`src/logic/tmc_defs.svh`:
```
`ifndef TMC_DEFS_SVH
`define TMC_DEFS_SVH

// Counter width and extreme values.
`define TMC_CNT_W       8
`define TMC_BOTTOM      8'h00
`define TMC_MAX         8'hFF

// Waveform mode encodings on the 3-bit select.
`define TMC_WGM_NORMAL  3'h0
`define TMC_WGM_PC_FF   3'h1
`define TMC_WGM_CTC     3'h2
`define TMC_WGM_FAST_FF 3'h3
`define TMC_WGM_PC_OCA  3'h5
`define TMC_WGM_FAST_OC 3'h7

// Output mode field encodings.
`define TMC_COM_OFF     2'h0
`define TMC_COM_TOGGLE  2'h1
`define TMC_COM_CLEAR   2'h2
`define TMC_COM_SET     2'h3

// Clock select value that stops the timer.
`define TMC_CS_STOP     3'h0

// Channel count and reset values.
`define TMC_NCH         2
`define TMC_OC_RESET    1'b0
`define TMC_CNT_RESET   8'h00

`endif

```
`src/logic/tmc_pkg.sv`:
```
package tmc_pkg;
	// Per-channel control carried together.
	typedef struct packed {
		logic [1:0] compare_output_mode;
		logic       force_compare_strobe;
		logic       output_pin_direction;
		logic       port_data;
	} tmc_chan_ctl_t;

	// Per-channel pin result.
	typedef struct packed {
		logic pin_out;
		logic pin_oe;
	} tmc_pin_t;

	// Interrupt flag group.
	typedef struct packed {
		logic compare_flag_b;
		logic compare_flag_a;
		logic overflow_flag;
	} tmc_flags_t;
endpackage

```
`src/logic/tmc_tick_gen.sv`:
```
`timescale 1ns/1ns
`include "tmc_defs.svh"

// Turns the clock source select into a one-cycle timer tick.
// Internal divide ratios stand in for the prescaler taps; select 0 stops ticks.
module tmc_tick_gen
(
	input  wire logic       clock,
	input  wire logic       rst_n,
	input  wire logic [2:0] clock_source_select,
	input  wire logic       ext_tick,
	output logic            timer_tick
);
	logic [9:0] div_q;
	logic [9:0] div_d;
	logic       tick_d;

	// Free-running divider and tap selection.
	always_comb
	begin
		div_d = div_q + 10'h001;
		case (clock_source_select)
			`TMC_CS_STOP: tick_d = 1'b0;
			3'h1: tick_d = 1'b1;
			3'h2: tick_d = &div_q[2:0];
			3'h3: tick_d = &div_q[4:0];
			3'h4: tick_d = &div_q[5:0];
			3'h5: tick_d = &div_q[6:0];
			3'h6: tick_d = &div_q[7:0];
			default: tick_d = ext_tick | (&div_q);
		endcase
	end

	// Registers only.
	always_ff @(posedge clock or negedge rst_n)
	begin
		if (!rst_n)
		begin
			div_q      <= 10'h000;
			timer_tick <= 1'b0;
		end
		else
		begin
			div_q      <= div_d;
			timer_tick <= tick_d;
		end
	end
endmodule // tmc_tick_gen

```
`src/logic/tmc_core.sv`:
```
`timescale 1ns/1ns
`include "tmc_defs.svh"

module tmc_core
	import tmc_pkg::*;
#(
	parameter int CNT_W = `TMC_CNT_W
)
(
	input  wire logic                    clock,
	input  wire logic                    rst_n,
	input  wire logic [1:0]              waveform_mode_bits_a,
	input  wire logic                    waveform_mode_bit2,
	input  wire logic [2:0]              clock_source_select,
	input  wire logic                    ext_tick,
	input  wire logic                    count_wr,
	input  wire logic [CNT_W-1:0]        count_wdata,
	input  wire logic                    cmp_a_wr,
	input  wire logic                    cmp_b_wr,
	input  wire logic [CNT_W-1:0]        cmp_wdata,
	input  wire tmc_pkg::tmc_chan_ctl_t  chan_a_ctl,
	input  wire tmc_pkg::tmc_chan_ctl_t  chan_b_ctl,
	input  wire tmc_pkg::tmc_flags_t     timer_interrupt_mask,
	input  wire logic                    flags_wr,
	input  wire tmc_pkg::tmc_flags_t     flags_wdata,
	input  wire tmc_pkg::tmc_flags_t     irq_serviced,
	output logic [CNT_W-1:0]             count_value,
	output logic [CNT_W-1:0]             compare_value_a_rd,
	output logic [CNT_W-1:0]             compare_value_b_rd,
	output tmc_pkg::tmc_flags_t          timer_interrupt_flags,
	output tmc_pkg::tmc_flags_t          irq_request,
	output tmc_pkg::tmc_pin_t            pin_a,
	output tmc_pkg::tmc_pin_t            pin_b,
	output logic                         top_ind,
	output logic                         bottom_ind
);
	import tmc_pkg::*;

	logic                      timer_tick;
	logic [2:0]                wgm;
	logic                      pwm_mode;
	logic                      phase_mode;
	logic [CNT_W-1:0]          top_val;
	logic [CNT_W-1:0]          cnt_q;
	logic [CNT_W-1:0]          cnt_d;
	logic                      down_q;
	logic                      down_d;
	logic                      block_q;
	logic                      block_d;
	logic [CNT_W-1:0]          ocr_q   [`TMC_NCH];
	logic [CNT_W-1:0]          ocr_d   [`TMC_NCH];
	logic [CNT_W-1:0]          buf_q   [`TMC_NCH];
	logic [CNT_W-1:0]          buf_d   [`TMC_NCH];
	logic [`TMC_NCH-1:0]       oc_q;
	logic [`TMC_NCH-1:0]       oc_d;
	logic [`TMC_NCH-1:0]       match;
	logic [`TMC_NCH-1:0]       match_pend_q;
	logic [`TMC_NCH-1:0]       match_pend_d;
	logic [`TMC_NCH-1:0]       cmp_wr;
	logic [1:0]                com     [`TMC_NCH];
	logic [`TMC_NCH-1:0]       foc;
	logic [`TMC_NCH-1:0]       ddr;
	logic [`TMC_NCH-1:0]       port;
	tmc_flags_t                flg_q;
	tmc_flags_t                flg_d;
	tmc_flags_t                set_ev;
	tmc_pin_t                  pin_d   [`TMC_NCH];
	logic                      is_top;
	logic                      is_bot;
	logic [CNT_W-1:0]          cmp_a_rd_d;
	logic [CNT_W-1:0]          cmp_b_rd_d;
	tmc_flags_t                irq_d;
	logic                      top_d;
	logic                      bot_d;

	// Tick source; its tick is registered, so a select change acts one clock later.
	tmc_tick_gen u_tick
	(
		.clock               (clock),
		.rst_n               (rst_n),
		.clock_source_select (clock_source_select),
		.ext_tick            (ext_tick),
		.timer_tick          (timer_tick)
	);

	// Mode decode; control A holds the low two bits, control B the third.
	// Reserved modes 4 and 6 count up and clear at compare A, like clear-on-match.
	assign wgm        = {waveform_mode_bit2, waveform_mode_bits_a};
	assign pwm_mode   = wgm[0];
	assign phase_mode = wgm[0] & ~wgm[1];
	assign top_val    = (wgm == `TMC_WGM_CTC || wgm[2]) ? ocr_q[0] : `TMC_MAX;
	assign is_top     = (cnt_q == top_val);
	assign is_bot     = (cnt_q == `TMC_BOTTOM);
	assign cmp_wr     = {cmp_b_wr, cmp_a_wr};
	assign com[0]     = chan_a_ctl.compare_output_mode;
	assign com[1]     = chan_b_ctl.compare_output_mode;
	assign foc        = {chan_b_ctl.force_compare_strobe, chan_a_ctl.force_compare_strobe};
	assign ddr        = {chan_b_ctl.output_pin_direction, chan_a_ctl.output_pin_direction};
	assign port       = {chan_b_ctl.port_data, chan_a_ctl.port_data};

	// Counter next value; a CPU write always wins over counting.
	// The block flag survives a stopped timer until the next tick, so a write while
	// stopped still hides the first match once counting resumes.
	// The direction bit is kept across a count write, so the slope carries on.
	// A user who writes zero while counting down still turns up at bottom on the next tick.
	always_comb
	begin
		cnt_d   = cnt_q;
		down_d  = down_q;
		block_d = block_q;
		if (timer_tick)
		begin
			block_d = 1'b0;
			if (wgm == `TMC_WGM_NORMAL)
				cnt_d = cnt_q + 1'b1;
			else if (phase_mode)
			begin
				if (is_top)
					down_d = 1'b1;
				else if (is_bot)
					down_d = 1'b0;
				cnt_d = (is_top || (down_q && !is_bot)) ? cnt_q - 1'b1 : cnt_q + 1'b1;
			end
			else
				cnt_d = is_top ? `TMC_BOTTOM : cnt_q + 1'b1;
		end
		if (count_wr)
		begin
			cnt_d   = count_wdata;
			block_d = 1'b1;
		end
	end

	// Comparator and per-channel compare, buffer and output logic.
	// Compare values reset to zero; with the count also zero, the first tick after
	// reset matches both channels unless software moves one of them first.
	genvar ch;
	generate
		for (ch = 0; ch < `TMC_NCH; ch++)
		begin : g_ch
			assign match[ch] = (cnt_q == ocr_q[ch]);

			always_comb
			begin
				ocr_d[ch] = ocr_q[ch];
				buf_d[ch] = buf_q[ch];
				oc_d[ch]  = oc_q[ch];
				match_pend_d[ch] = match_pend_q[ch];
				if (timer_tick)
					match_pend_d[ch] = match[ch] & ~block_q;
				if (cmp_wr[ch])
				begin
					buf_d[ch] = cmp_wdata;
					if (!pwm_mode)
						ocr_d[ch] = cmp_wdata;
				end
				// Outside PWM the buffer shadows the compare value, so a later switch
				// into PWM starts from the live value rather than a stale one.
				if (pwm_mode && timer_tick && (phase_mode ? is_top : is_bot))
					ocr_d[ch] = buf_q[ch];
				else if (!pwm_mode && !cmp_wr[ch])
					buf_d[ch] = ocr_q[ch];
				// Output action; mode bits are read live so a change acts at once.
				if (timer_tick && match[ch] && !block_q && com[ch] != `TMC_COM_OFF)
				begin
					if (!pwm_mode)
						case (com[ch])
							`TMC_COM_TOGGLE: oc_d[ch] = ~oc_q[ch];
							`TMC_COM_CLEAR:  oc_d[ch] = 1'b0;
							default:         oc_d[ch] = 1'b1;
						endcase
					else if (com[ch][1])
						oc_d[ch] = phase_mode ? (down_q ^ com[ch][0])
						                      : com[ch][0];
					else if (!phase_mode && ch == 0 && wgm[2])
						oc_d[ch] = ~oc_q[ch];
				end
				else if (pwm_mode && !phase_mode && timer_tick && is_top && com[ch][1])
					oc_d[ch] = ~com[ch][0];
				// Outside PWM modes, force acts in every cycle the strobe is high, so software pulses it once.
				if (!pwm_mode && foc[ch] && com[ch] != `TMC_COM_OFF)
					case (com[ch])
						`TMC_COM_TOGGLE: oc_d[ch] = ~oc_q[ch];
						`TMC_COM_CLEAR:  oc_d[ch] = 1'b0;
						default:         oc_d[ch] = 1'b1;
					endcase
				// Pin override when either mode bit is set; direction gates drive.
				pin_d[ch].pin_out = (com[ch] != `TMC_COM_OFF) ? oc_d[ch] : port[ch];
				pin_d[ch].pin_oe  = ddr[ch];
			end

			always_ff @(posedge clock or negedge rst_n)
			begin
				if (!rst_n)
				begin
					ocr_q[ch]        <= `TMC_CNT_RESET;
					buf_q[ch]        <= `TMC_CNT_RESET;
					oc_q[ch]         <= `TMC_OC_RESET;
					match_pend_q[ch] <= 1'b0;
				end
				else
				begin
					ocr_q[ch]        <= ocr_d[ch];
					buf_q[ch]        <= buf_d[ch];
					oc_q[ch]         <= oc_d[ch];
					match_pend_q[ch] <= match_pend_d[ch];
				end
			end
		end
	endgenerate

	// Flag events: compare flags one tick after the match, overflow as count hits zero outside modes 4 and 6.
	// The compare flag lags through the pending bit; the overflow flag follows the
	// new count, so it lands in the same edge as the zero it reports.
	always_comb
	begin
		set_ev.overflow_flag  = timer_tick && !count_wr && cnt_d == `TMC_BOTTOM
		                        && (wgm == `TMC_WGM_NORMAL || wgm == `TMC_WGM_CTC
		                            || (!phase_mode && pwm_mode) || phase_mode);
		set_ev.compare_flag_a = timer_tick && match_pend_q[0];
		set_ev.compare_flag_b = timer_tick && match_pend_q[1];
		// Clears come from service or a one written; a set in the same cycle wins.
		flg_d = flg_q & ~irq_serviced;
		if (flags_wr)
			flg_d = flg_d & ~flags_wdata;
		flg_d = flg_d | set_ev;
	end

	// Next values of the registered outputs. Every port comes from a flip-flop so
	// that pins and status never glitch while the counter logic settles.
	always_comb
	begin
		cmp_a_rd_d = pwm_mode ? buf_d[0] : ocr_d[0];
		cmp_b_rd_d = pwm_mode ? buf_d[1] : ocr_d[1];
		irq_d      = flg_d & timer_interrupt_mask;
		top_d      = (cnt_d == `TMC_MAX);
		bot_d      = (cnt_d == `TMC_BOTTOM);
	end

	// Counter, flag and output registers.
	// Reset loads constants only, so release is clean whatever the inputs do.
	always_ff @(posedge clock or negedge rst_n)
	begin
		if (!rst_n)
		begin
			cnt_q                 <= `TMC_CNT_RESET;
			down_q                <= 1'b0;
			block_q               <= 1'b0;
			flg_q                 <= '0;
			count_value           <= `TMC_CNT_RESET;
			compare_value_a_rd    <= `TMC_CNT_RESET;
			compare_value_b_rd    <= `TMC_CNT_RESET;
			timer_interrupt_flags <= '0;
			irq_request           <= '0;
			pin_a                 <= '0;
			pin_b                 <= '0;
			top_ind               <= 1'b0;
			bottom_ind            <= 1'b0;
		end
		else
		begin
			cnt_q                 <= cnt_d;
			down_q                <= down_d;
			block_q               <= block_d;
			flg_q                 <= flg_d;
			count_value           <= cnt_d;
			compare_value_a_rd    <= cmp_a_rd_d;
			compare_value_b_rd    <= cmp_b_rd_d;
			timer_interrupt_flags <= flg_d;
			irq_request           <= irq_d;
			pin_a                 <= pin_d[0];
			pin_b                 <= pin_d[1];
			top_ind               <= top_d;
			bottom_ind            <= bot_d;
		end
	end
endmodule // tmc_core

```
`config.mk`:
```
export PLATFORM = sky130hd
export DESIGN_NAME = tmc_core
export DESIGN_NICKNAME = d
export VERILOG_FILES = /design/src/logic/tmc_pkg.sv /design/src/logic/tmc_tick_gen.sv /design/src/logic/tmc_core.sv
export VERILOG_INCLUDE_DIRS = /design/src /design/src/logic
export SDC_FILE = /design/constraint.sdc
export NUM_CORES = 1
export LEC_CHECK = 0
export BUFFER_PORTS_ARGS = -buffer_cell sky130_fd_sc_hd__buf_2
export CAP_MARGIN = 5
export CORE_MARGIN = 10
export CORE_UTILIZATION = 30
export DETAILED_ROUTE_END_ITERATION = 10
export HOLD_SLACK_MARGIN = 0.05
export MAX_ROUTING_LAYER = met4
export SYNTH_ARGS = -nofsm -noshare
export SYNTH_HDL_FRONTEND = slang
export SYNTH_SLANG_ARGS = --single-unit
```
`constraint.sdc`:
```
create_clock -name clock -period 5.4 [get_ports clock]
set_input_delay 1.08 -clock clock [delete_from_list [all_inputs] [get_ports clock]]
set_output_delay 1.08 -clock clock [all_outputs]
set_load 0.01 [all_outputs]
```
==> key figures, run 1 <==
Synthesis
  • Mapped Cells: 493
  • Synth top area share: 45.6%
  • Post-synth top cells: dfrtp_1 (85), nand2_1 (45), o21ai_0 (45)
  • Synth Net Count: 547
  • EDFF count, synth: 0
  • Seq/Total Area, Yosys: 45.6%
  • Most used flip-flop cell after synthesis: dfrtp_1
  • Synth unique cells: 70
  • Post-synth ARST share: 100%
  • #FFs+latches synth: 85
  • Largest cells by area after synthesis: dfrtp_1 (46%), mux2i_1 (6.7%), o21ai_0 (4.8%), nand2_1 (3.6%), a21oi_1 (3.3%)
  • Cell Area, Synth: 4660 µm²
  • Syn Area/Cell: 9.46 µm²
  • Largest area contributor in the netlist: dfrtp_1
  • Count leader, synth: dfrtp_1
  • Yosys warning total: 0

Clock tree
  • # Post-CTS Setup Buffers: 0
  • H-Tree Depth: 3
  • Root buffer cell: clkbuf_16
  • Clk buf depth: 2
  • Num CTS Buffers: 9
  • Clock sink total: 85
  • Hold buffer count at CTS: 0
  • Clock slew at reported path FFs: 0.07 ns
  • Skew-Pair Late Insertion Delay: 0.36 ns
  • CTS tree: done
  • Post-CTS sizing: 0

Detailed routing
  • First DRT Iteration DRCs: 320
  • Routed WL: 14.6 mm
  • WL/cell: 19.2 µm
  • Via-to-Cell Ratio: 5.52
  • Drt drc: 0
  • First-pass DRT Iterations: 5
  • Antenna-violating nets left: 0
  • Detailed-route via count: 4,186

Setup path
  • CP peak stage delay: 0.62 ns
  • R2r endpoint: top_ind
  • FF-to-FF setup slack: 1.85 ns
  • Top delay family on crit path: compound AO/OA/AOI/OAI gates
  • Critical-path maximum fanout: 9
  • Critical Path RT: 5.69 ns
  • Worst Path Arrival: 3.84 ns
  • Crit. End Element: flip-flop
  • Most used cell, CP: a221o_1
  • Crit path buffers/inverters: 1
  • Reg2Reg Depth: 10
  • Type of origin of the critical path: flip-flop
  • Critical-path cell list: inv_1 -> ha_1 -> nor4b_2 -> a21boi_0 -> nand2_1 -> and2_1 -> a221o_1 -> a221o_1 -> a2111oi_2 -> and4b_1
  • WS Path Type: flip-flop to flip-flop
  • CP max stage cell: dfrtp_1
  • R2r startpoint: cnt_q[1]

GRT
  • Total grt overflow: 0
  • First-pass GRT wire length: 22.8 mm
  • Vias in the first global route: 4,231
  • Total GRT Usage: 14.5%
  • Initial antenna violation count: 0
  • Pin count of the biggest net entering global routing: 86

Power
  • IR drop worst, VDD: 0.000182 V
  • Sw Pwr: 0.602 mW
  • Pwr Total: 1.77 mW
  • Switching share of power: 34.0%
  • Comb power frac: 20.8%
  • LEAKAGE: 2.56 nW
  • Int Pwr: 1.17 mW
  • Clock share of power: 34.8%
  • Pwr dens: 321 nW/µm²
  • Seq pwr share: 44.4%

Finish
  • Syn-to-layout area delta: 18.2%
  • Filler cells: 1,573
  • Final core utilization: 36.3%
  • Finished Cell Area: 5520 µm²
  • Final net count: 619
  • Final std cells w/o fill: 758
  • Layout cells sized above 1: 20.2%
  • N_diodes: 0

STA
  • Setup_tns: 0 ns
  • Slew Limit Fails: 0
  • Slew margin rel.: 27.4%
  • Fin Hold WS: 0.454 ns
  • Slack of the critical path: 1.85 ns
  • Crit share post-route: 65.8%
  • Unrepaired setup endpoints after global routing: false
  • Hold Vio Cnt, Final: 0
  • Fmax: 281 MHz
  • Worst Max-Slew Pin Slew: 1.09 ns
  • Setup-failing EPs final: 0
  • Final Skew: 0.0118 ns
  • Min cycle time layout: 3.55 ns

Place
  • Port bufs: 83
  • DP Cell Count: 742
  • HPWL Detailed: 10.8 mm
  • Gpl congestion: 0.965
  • Post-place instance area: 5230 µm²
  • Pre-CTS setup slack: 1.60 ns

Hold path
  • Hold path depth: 1
  • Worst hold endpoint: u_tick.div_q[0]
  • Hold Path Origin: u_tick.div_q[0]
  • Hold Crit Class: flip-flop to flip-flop

Run status
  • Status: finished, final reports clean

Floorplanning
  • Die outline area: 20,900 µm²
  • Die Ht: 145 µm
  • FP Rows: 45
  • I/O pins: 84
  • CORE AREA: 15,200 µm²
  • Initial core utilization: 30.7%
  • Die Span X: 145 µm

Run
  • Max-capacitance violation count: 0
sequential cells by signal, summed over array words and instances (netlist names), 3 cells and up:
signal / count
u_tick.div_q: 10
compare_value_a_rd: 8
cnt_q: 8
irq_request: 3
ocr_q: 16
compare_value_b_rd: 8
buf_q: 16
flg_q: 3
cells in the final DEF, fill, tap and decap left out, types with 8 or more instances in the layout:
| master | netlist | routed |
|---|---|---|
| nor3_1 | 15 | 15 |
| buf_2 | 3 | 82 |
| nand2_1 | 45 | 45 |
| o21ai_0 | 45 | 45 |
| o22ai_1 | 8 | 8 |
| clkbuf_16 | 0 | 9 |
| nand3_1 | 16 | 16 |
| mux2i_1 | 31 | 31 |
| xor2_1 | 12 | 12 |
| nor2b_1 | 8 | 8 |
| inv_1 | 22 | 22 |
| a21oi_1 | 31 | 31 |
| nor2_1 | 33 | 33 |
| a31oi_1 | 8 | 8 |
| dfrtp_1 | 85 | 85 |
worst register-to-register path: stages (launching register included):
cell and delay, ns:
dfrtp_1 0.62, inv_1 0.24, ha_1 0.28, nor4b_2 0.19, a21boi_0 0.43, nand2_1 0.22
and2_1 0.22, a221o_1 0.34, a221o_1 0.35, a2111oi_2 0.37, and4b_1 0.23
area by class of cell:
class	instances	area, µm²	share of cell area (%)
well taps	188	235	4.26
multi-input cells	359	2330	42.2
repair buffers	86	440	7.99
clock inverters	7	65.1	1.18
inverters	24	95.1	1.72
clock buffers	9	225	4.08
flip-flops and latches	85	2130	38.6
logic make-up (layout without fill, tap and decap cells):
family          Yosys count  in the layout  synth area share, %
compound gates          148            148                 21.6
xor+xnor                 17             17                 3.19
simple gates            155            155                 16.3
buf+inv                  49            126                 4.51
flops                    85             85                 45.6
fa+ha+maj                 6              6                 1.61
mux                      33             33                 7.14
power by group through the flow:
| stage | clock network [mW] | logic [mW] | registers (mW) |
|---|---|---|---|
| 2_1_floorplan | 0 | 0.248 | 0.765 |
| 3_3_place_gp | 0 | 0.363 | 0.797 |
| 3_5_place_dp | 0 | 0.366 | 0.798 |
| 4_1_cts | 0.635 | 0.368 | 0.786 |
| 5_1_grt | 0.661 | 0.406 | 0.796 |
| 6_report | 0.617 | 0.367 | 0.786 |
layer usage:
metal / part of all wire (%) / vias up / global-route usage [%]
met4: 3.4 / 0 / 6.44
met2: 47 / 148 / 22.2
met3: 5.6 / 35 / 3.26
met1: 44 / 2052 / 17.9
met5: 0 / - / -
li1: - / 1951 / -
how the worst max path moves through the flow:
stage                                 start       to  slack (ns)  cells after the start
floorplan           waveform_mode_bits_a[1]  top_ind        2.13                      9
global placement    waveform_mode_bits_a[0]  top_ind        1.55                      8
detailed placement  waveform_mode_bits_a[0]  top_ind        1.60                      8
CTS                                cnt_q[1]  top_ind        1.86                     10
global route                       cnt_q[1]  top_ind        1.65                     10
finish                             cnt_q[1]  top_ind        1.85                     10
Power figures use the tool's default switching activity.
==> inputs of run 2 (changes only) <==
--- a/config.mk
+++ b/config.mk
@@ -6,6 +6,7 @@
 export SDC_FILE = /design/constraint.sdc
 export NUM_CORES = 1
 export LEC_CHECK = 0
+export ABC_AREA = 1
 export BUFFER_PORTS_ARGS = -buffer_cell sky130_fd_sc_hd__buf_2
 export CAP_MARGIN = 5
 export CORE_MARGIN = 10
==> constraint.sdc (replaced) <==
create_clock -name clock -period 3.2 [get_ports clock]
set_input_delay 0.64 -clock clock [delete_from_list [all_inputs] [get_ports clock]]
set_output_delay 0.64 -clock clock [all_outputs]
set_load 0.01 [all_outputs]
==> key figures, run 2 <==
Place
  • Pre-CTS setup slack: 0.722 ns (-0.880 ns)
  • Gpl congestion: 0.919 (-4.8%)
  • DP Cell Count: 781 (+5.3%)
  • HPWL Detailed: 9.71 mm (-10%)
  • Port bufs: 83 (unchanged)

Detailed routing
  • Via-to-Cell Ratio: 5.07 (-8.3%)
  • Detailed-route via count: 4,047 (-3.3%)
  • First DRT Iteration DRCs: 405 (+27%)
  • First-pass DRT Iterations: 5 (unchanged)
  • Antenna-violating nets left: 0 (unchanged)
  • Routed WL: 12.9 mm (-12%)
  • Drt drc: 0 (unchanged)
  • WL/cell: 16.1 µm (-16%)

Synthesis
  • Adder-cell area share of the yosys netlist: 1.73% (+0.12 points)
  • Syn Area/Cell: 8.28 µm² (-12%)
  • Mux cell area share after synthesis: 0% (-7.1 points)
  • Largest family of logic cells by synthesized area: simple AND/OR/NAND/NOR gates
  • Seq/Total Area, Yosys: 48.9% (+3.3 points)
  • Count leader, synth: nand2_1
  • EDFF count, synth: 0 (unchanged)
  • #FFs+latches synth: 85 (unchanged)
  • Complex-gate fraction of the synthesized area: 14.8% (-6.8 points)
  • Cell Area, Synth: 4350 µm² (-6.8%)
  • Yosys warning total: 0 (unchanged)
  • Post-synth ARST share: 100% (unchanged)
  • Xor/xnor share of the synthesized area: 4.23% (+1.0 points)
  • Largest area contributor in the netlist: dfrtp_1
  • Synth unique cells: 37 (-47%)
  • Simple-gate share of the synthesized area: 24.3% (+8.0 points)
  • Largest cells by area after synthesis: dfrtp_1 (49%), nand2_1 (9.2%), a21oi_1 (5.2%), nor2_1 (4.5%), inv_1 (3.8%)
  • Most used flip-flop cell after synthesis: dfrtp_1
  • Mapped Cells: 525 (+6.5%)
  • Synth top area share: 48.9% (+3.3 points)
  • Synth Net Count: 579 (+5.9%)
  • Post-synth top cells: nand2_1 (107), dfrtp_1 (85), nor2_1 (52)

Floorplanning
  • Die Ht: 140 µm (-3.0%)
  • CORE AREA: 14,000 µm² (-7.6%)
  • Die outline area: 19,700 µm² (-5.9%)
  • FP Rows: 43 (-4.4%)
  • Die Span X: 140 µm (-3.0%)
  • I/O pins: 84 (unchanged)
  • Initial core utilization: 31.0% (+0.27 points)

Finish
  • Largest regs: buf_q (16), ocr_q (16), u_tick.div_q (10)
  • Final net count: 666 (+7.6%)
  • Layout cells sized above 1: 20.4% (+0.25 points)
  • Most frequent cells in the layout: nand2_1 (107), dfrtp_1 (85), buf_2 (82), nor2_1 (52), a21oi_1 (45)
  • Final core utilization: 37.6% (+1.4 points)
  • Syn-to-layout area delta: 21.6%
  • Commonest non-fill, non-tap cell in the layout: nand2_1
  • Final std cells w/o fill: 799 (+5.4%)

Run status
  • Status: finished, final reports clean

GRT
  • Pin count of the biggest net entering global routing: 46 (-47%)
  • Total GRT Usage: 13.2% (-1.2 points)
  • First-pass GRT wire length: 20.5 mm (-10%)
  • Total grt overflow: 0 (unchanged)
  • Initial antenna violation count: 2 (+2)
  • Vias in the first global route: 4,023 (-4.9%)

STA
  • Slew margin rel.: 59.2% (+32 points)
  • Setup-failing EPs final: 0 (unchanged)
  • Unrepaired setup endpoints after global routing: false
  • Min cycle time layout: 2.38 ns (-1.17 ns)
  • Slack of the critical path: 0.815 ns (-1.03 ns)
  • Crit share post-route: 74.5% (+8.7 points)
  • Final Skew: 0.00855 ns (-0.00326 ns)
  • Setup_tns: 0 ns (unchanged)
  • Fmax: 419 MHz (+49%)
  • Worst Max-Slew Pin Slew: 0.612 ns (-0.477 ns)
  • Slew Limit Fails: 0 (unchanged)
  • Hold Vio Cnt, Final: 0 (unchanged)

Power
  • LEAKAGE: 2.55 nW (-0.62%)
  • Pwr dens: 550 nW/µm² (+71%)
  • IR drop worst, VDD: 0.000286 V (+57%)

Setup path
  • Type of origin of the critical path: flip-flop
  • WS Path Type: flip-flop to flip-flop
  • Crit. End Element: flip-flop
  • Worst Path Arrival: 2.66 ns (-1.18 ns)
  • Critical-path maximum fanout: 10 (+1)
  • Critical Path RT: 3.47 ns (-2.22 ns)

Clock tree
  • Clock sink total: 85 (unchanged)
  • Clock slew at reported path FFs: 0.06 ns (about the same)
  • H-Tree Depth: 3 (unchanged)
  • # Post-CTS Setup Buffers: 0 (unchanged)
  • Clk buf depth: 2 (unchanged)
  • Skew-Pair Late Insertion Delay: 0.34 ns (-0.02 ns)
  • CTS tree: done
  • Num CTS Buffers: 9 (unchanged)
  • Root buffer cell: clkbuf_16
  • Post-CTS sizing: 0 (unchanged)
  • Hold buffer count at CTS: 0 (unchanged)

Hold path
  • Hold Crit Class: input port to asynchronous set/reset pin

Run
  • Max-capacitance violation count: 0 (unchanged)
## run 2: changes by cell type after synthesis, sizes merged, moves of 20 or more
cell / delta
o21ai: -25
mux2i: -31
inv: +27
nand2: +65
nand3: +20
nor2: +25
## run 2: path summary, 6_finish.rpt
check                                start               to  slack, ns  cells after the start
max                               cnt_q[2]   irq_request[0]       0.82                     13
min                                  rst_n         ocr_q[6]       0.30                      1
max reg2reg                       cnt_q[2]   irq_request[0]       0.82                     13
min reg2reg                u_tick.div_q[0]  u_tick.div_q[0]       0.45                      1
max in group asynchronous            rst_n         cnt_q[3]       2.18                      2
min in group clock           chan_a_ctl[1]         pin_a[0]       0.40                      1
## run 2: through the flow
step	power, mW	instance area, µm²	hold slack [ns]
2_1_floorplan	1.63	4350	0.344
3_3_place_gp	1.84	4970	0.436
3_5_place_dp	1.85	4970	0.448
4_1_cts	2.94	5280	0.318
5_1_grt	3.08	5290	0.345
6_report	2.91	5290	0.299
## run 2: cell families after synthesis
group | after synthesis
flip-flops | 85
XOR/XNOR | 21
AO/OA/AOI/OAI | 112
adder cells (fa/ha/maj) | 6
buffers and inverters | 66
AND/OR/NAND/NOR | 235
## run 2: cell type report
cell class              instances  area (µm²)
diodes                          2        5.00
repair buffers                 89         463
flip-flops and latches         85        2130
fillers                      1428        8760
well taps                     180         225
multi-input cells             374        1960
clock inverters                 6        68.8
clock buffers                  10         239
inverters                      53         199
## run 2: per-layer routing
metal	vias up	wire (µm)	track usage (%)
met5	-	0	-
met4	0	179	4.02
met3	17	779	3.62
met2	139	6400	21.6
met1	1942	5520	15.5
li1	1949	-	-
## run 2: worst max-delay path, stage by stage (launching register included)
cell and delay (ns):
dfrtp_1 0.56, inv_2 0.20, nand2_1 0.07, nor3_1 0.20, nand4_1 0.20, nand2_1 0.17, nand2_4 0.11, a21boi_0 0.18
nor2_1 0.07, nor2_2 0.10, nand2_1 0.09, nor2_1 0.16, nand3_2 0.11, a21oi_2 0.12
## run 2: where the power goes
group,leakage [nW],switching (mW),internal (mW)
Clock,0.149,0.433,0.631
Sequential,1.01,0.0999,1.18
Combinational,1.39,0.358,0.204
Total,2.55,0.892,2.02
==> inputs of run 3 (changes only) <==
==> constraint.sdc (replaced) <==
create_clock -name clock -period 2.4 [get_ports clock]
set_input_delay 0.48 -clock clock [delete_from_list [all_inputs] [get_ports clock]]
set_output_delay 0.48 -clock clock [all_outputs]
set_load 0.01 [all_outputs]
==> key figures, run 3 (synthesis gave the netlist of run 2 again) <==
Power
  • Clock share of power: 37.3% (+0.7 points)
  • LEAKAGE: 2.62 nW (+2.7%)
  • Pwr dens: 734 nW/µm² (+33%)
  • Sw Pwr: 1.22 mW (+37%)
  • IR drop worst, VDD: 0.000337 V (+18%)
  • Int Pwr: 2.75 mW (+37%)
  • Pwr Total: 3.97 mW (+37%)
  • Comb power frac: 20.2% (+0.9 points)
  • Seq pwr share: 42.5% (-1.6 points)
  • Switching share of power: 30.7% (about the same)

Run status
  • Status: finished, final reports clean

GRT
  • First-pass GRT wire length: 20.3 mm (-0.91%)
  • Vias in the first global route: 3,868 (-3.9%)
  • Initial antenna violation count: 2 (unchanged)
  • Pin count of the biggest net entering global routing: 41 (-11%)
  • Total GRT Usage: 13.2% (-0.050 points)
  • Total grt overflow: 0 (unchanged)

Finish
  • Layout cells sized above 1: 22.2% (+1.8 points)
  • Most frequent cells in the layout: nand2_1 (107), dfrtp_1 (84), buf_2 (82), nor2_1 (52), a21oi_1 (45)
  • Final std cells w/o fill: 812 (+1.6%)
  • Register area: 2130 µm² (about the same)
  • Final net count: 679 (+2.0%)
  • Largest regs: buf_q (16), ocr_q (16), u_tick.div_q (10)
  • Filler cells: 1,407 (-1.5%)
  • Syn-to-layout area delta: 24.5%
  • Area taken by multi-input logic gates: 1960 µm² (unchanged)
  • Commonest non-fill, non-tap cell in the layout: nand2_1

Floorplanning
  • I/O pins: 84 (unchanged)
  • Initial core utilization: 31.0% (unchanged)
  • CORE AREA: 14,000 µm² (unchanged)
  • Die Span X: 140 µm (unchanged)
  • Die outline area: 19,700 µm² (unchanged)
  • Die Ht: 140 µm (unchanged)
  • FP Rows: 43 (unchanged)

Setup path
  • Type of origin of the critical path: flip-flop
  • WS Path Type: flip-flop to flip-flop
  • Most used cell, CP: nand2_1
  • CP max stage cell: dfrtp_2
  • Critical-path maximum fanout: 10 (unchanged)
  • Worst Path Arrival: 2.47 ns (-0.19 ns)
  • Crit. End Element: flip-flop
  • Critical Path RT: 2.68 ns (-0.79 ns)
  • Crit path buffers/inverters: 1 (unchanged)
  • Critical-path cell list: inv_2 -> nand2_1 -> nor3_1 -> nand4_1 -> nand2_1 -> nand2_4 -> a21boi_0 -> nor2_1 -> nor2_2 -> nand2_1 -> nor2_1 -> nand3_2 -> a21oi_2
  • Top delay family on crit path: simple AND/OR/NAND/NOR gates
  • CP peak stage delay: 0.47 ns (-0.09 ns)

Clock tree
  • Clock slew at reported path FFs: 0.07 ns (about the same)
  • Clock sink total: 85 (unchanged)
  • Skew-Pair Late Insertion Delay: 0.34 ns (about the same)
  • CTS tree: done
  • Num CTS Buffers: 9 (unchanged)
  • Clk buf depth: 2 (unchanged)
  • Root buffer cell: clkbuf_16
  • H-Tree Depth: 3 (unchanged)

Detailed routing
  • Routed WL: 13.0 mm (+0.97%)
  • WL/cell: 16.0 µm (-0.65%)
  • Antenna-violating nets left: 0 (unchanged)
  • Detailed-route via count: 3,971 (-1.9%)
  • Via-to-Cell Ratio: 4.89 (-3.4%)
  • First-pass DRT Iterations: 5 (unchanged)
  • Drt drc: 0 (unchanged)
  • First DRT Iteration DRCs: 256 (-37%)

STA
  • Min cycle time layout: 2.19 ns (-0.193 ns)
  • Setup-failing EPs final: 0 (unchanged)
  • Slew margin rel.: 67.6% (+8.3 points)
  • Fmax: 456 MHz (+8.8%)
  • Crit share post-route: 91.3% (+17 points)
  • Unrepaired setup endpoints after global routing: false
  • Slew Limit Fails: 0 (unchanged)
  • Final Skew: 0.00982 ns (+0.00127 ns)
  • Hold Vio Cnt, Final: 0 (unchanged)
  • Worst Max-Slew Pin Slew: 0.485 ns (-0.127 ns)
  • Setup_tns: 0 ns (unchanged)
  • Fin Hold WS: 0.246 ns (-0.0531 ns)

Place
  • Gpl congestion: 0.870 (-5.4%)
  • DP Cell Count: 792 (+1.4%)
  • HPWL Detailed: 9.95 mm (+2.4%)
  • Port bufs: 83 (unchanged)

Hold path
  • Hold Crit Class: input port to flip-flop

Run
  • Max-capacitance violation count: 0 (unchanged)
[run 3: routing by layer]
metal  global-route usage (%)  vias up  wire, µm
met2                     20.8      105      6240
li1                         -     1972         -
met5                        -        -         0
met1                     16.2     1872      5930
met4                     3.97        0       269
met3                     3.41       22       565
[run 3: what timing repair did]
item / 4_1_cts / 5_1_grt
gates resized for setup: 0 / 2
endpoints found under the hold margin: 6 / 0
buffers inserted: 0 / 1
setup endpoints to repair: 0 / 2
hold buffers: 1 / 0
[run 3: path summary, 6_finish.rpt]
| path | cells after the start | endpoint | start | slack [ns] |
|---|---|---|---|---|
| worst max-delay path | 13 | irq_request[0] | cnt_q[3] | 0.21 |
| worst min-delay path | 1 | pin_a[0] | chan_a_ctl[1] | 0.25 |
| worst max register to register | 13 | irq_request[0] | cnt_q[3] | 0.21 |
| worst min register to register | 1 | u_tick.div_q[0] | u_tick.div_q[0] | 0.46 |
| max in group asynchronous | 3 | down_q | rst_n | 1.21 |
| min in group asynchronous | 2 | compare_value_b_rd[6] | rst_n | 0.58 |
[run 3: final cells by class]
| cell class | instances | share of cell area, % |
|---|---|---|
| clock inverters | 5 | 1.23 |
| flip-flops and latches | 85 | 39.3 |
| well taps | 180 | 4.16 |
| inverters | 53 | 3.68 |
| diodes | 2 | 0.0925 |
| repair buffers | 102 | 10.6 |
| clock buffers | 11 | 4.67 |
| multi-input cells | 374 | 36.2 |
[run 3: worst register-to-register path: cells and delay by family, from the launching register on]
kind	cells	cell delay (ns)
flip-flops	1	0.47
AND/OR/NAND/NOR	10	1.20
buffers and inverters	1	0.15
AO/OA/AOI/OAI	2	0.29
[run 3: power by group through the flow]
stage                     combinational, mW  clock, mW  sequential, mW
after detailed placement              0.799          0            1.71
final                                 0.802       1.48            1.69
after floorplan                       0.470          0            1.71
after global routing                  0.896       1.58            1.70
after global placement                0.794          0            1.71
after CTS                             0.804       1.52            1.68
[run 3: stage by stage]
stage                     instance area (µm²)  worst slack, ns  util [%]
after global routing                     5410          0.00207      38.5
after detailed placement                 5070            0.201      36.1
after CTS                                5400            0.174      38.4
final                                    5410            0.208      38.5
after global placement                   5070            0.235      36.1
after floorplan                          4350            0.433         -
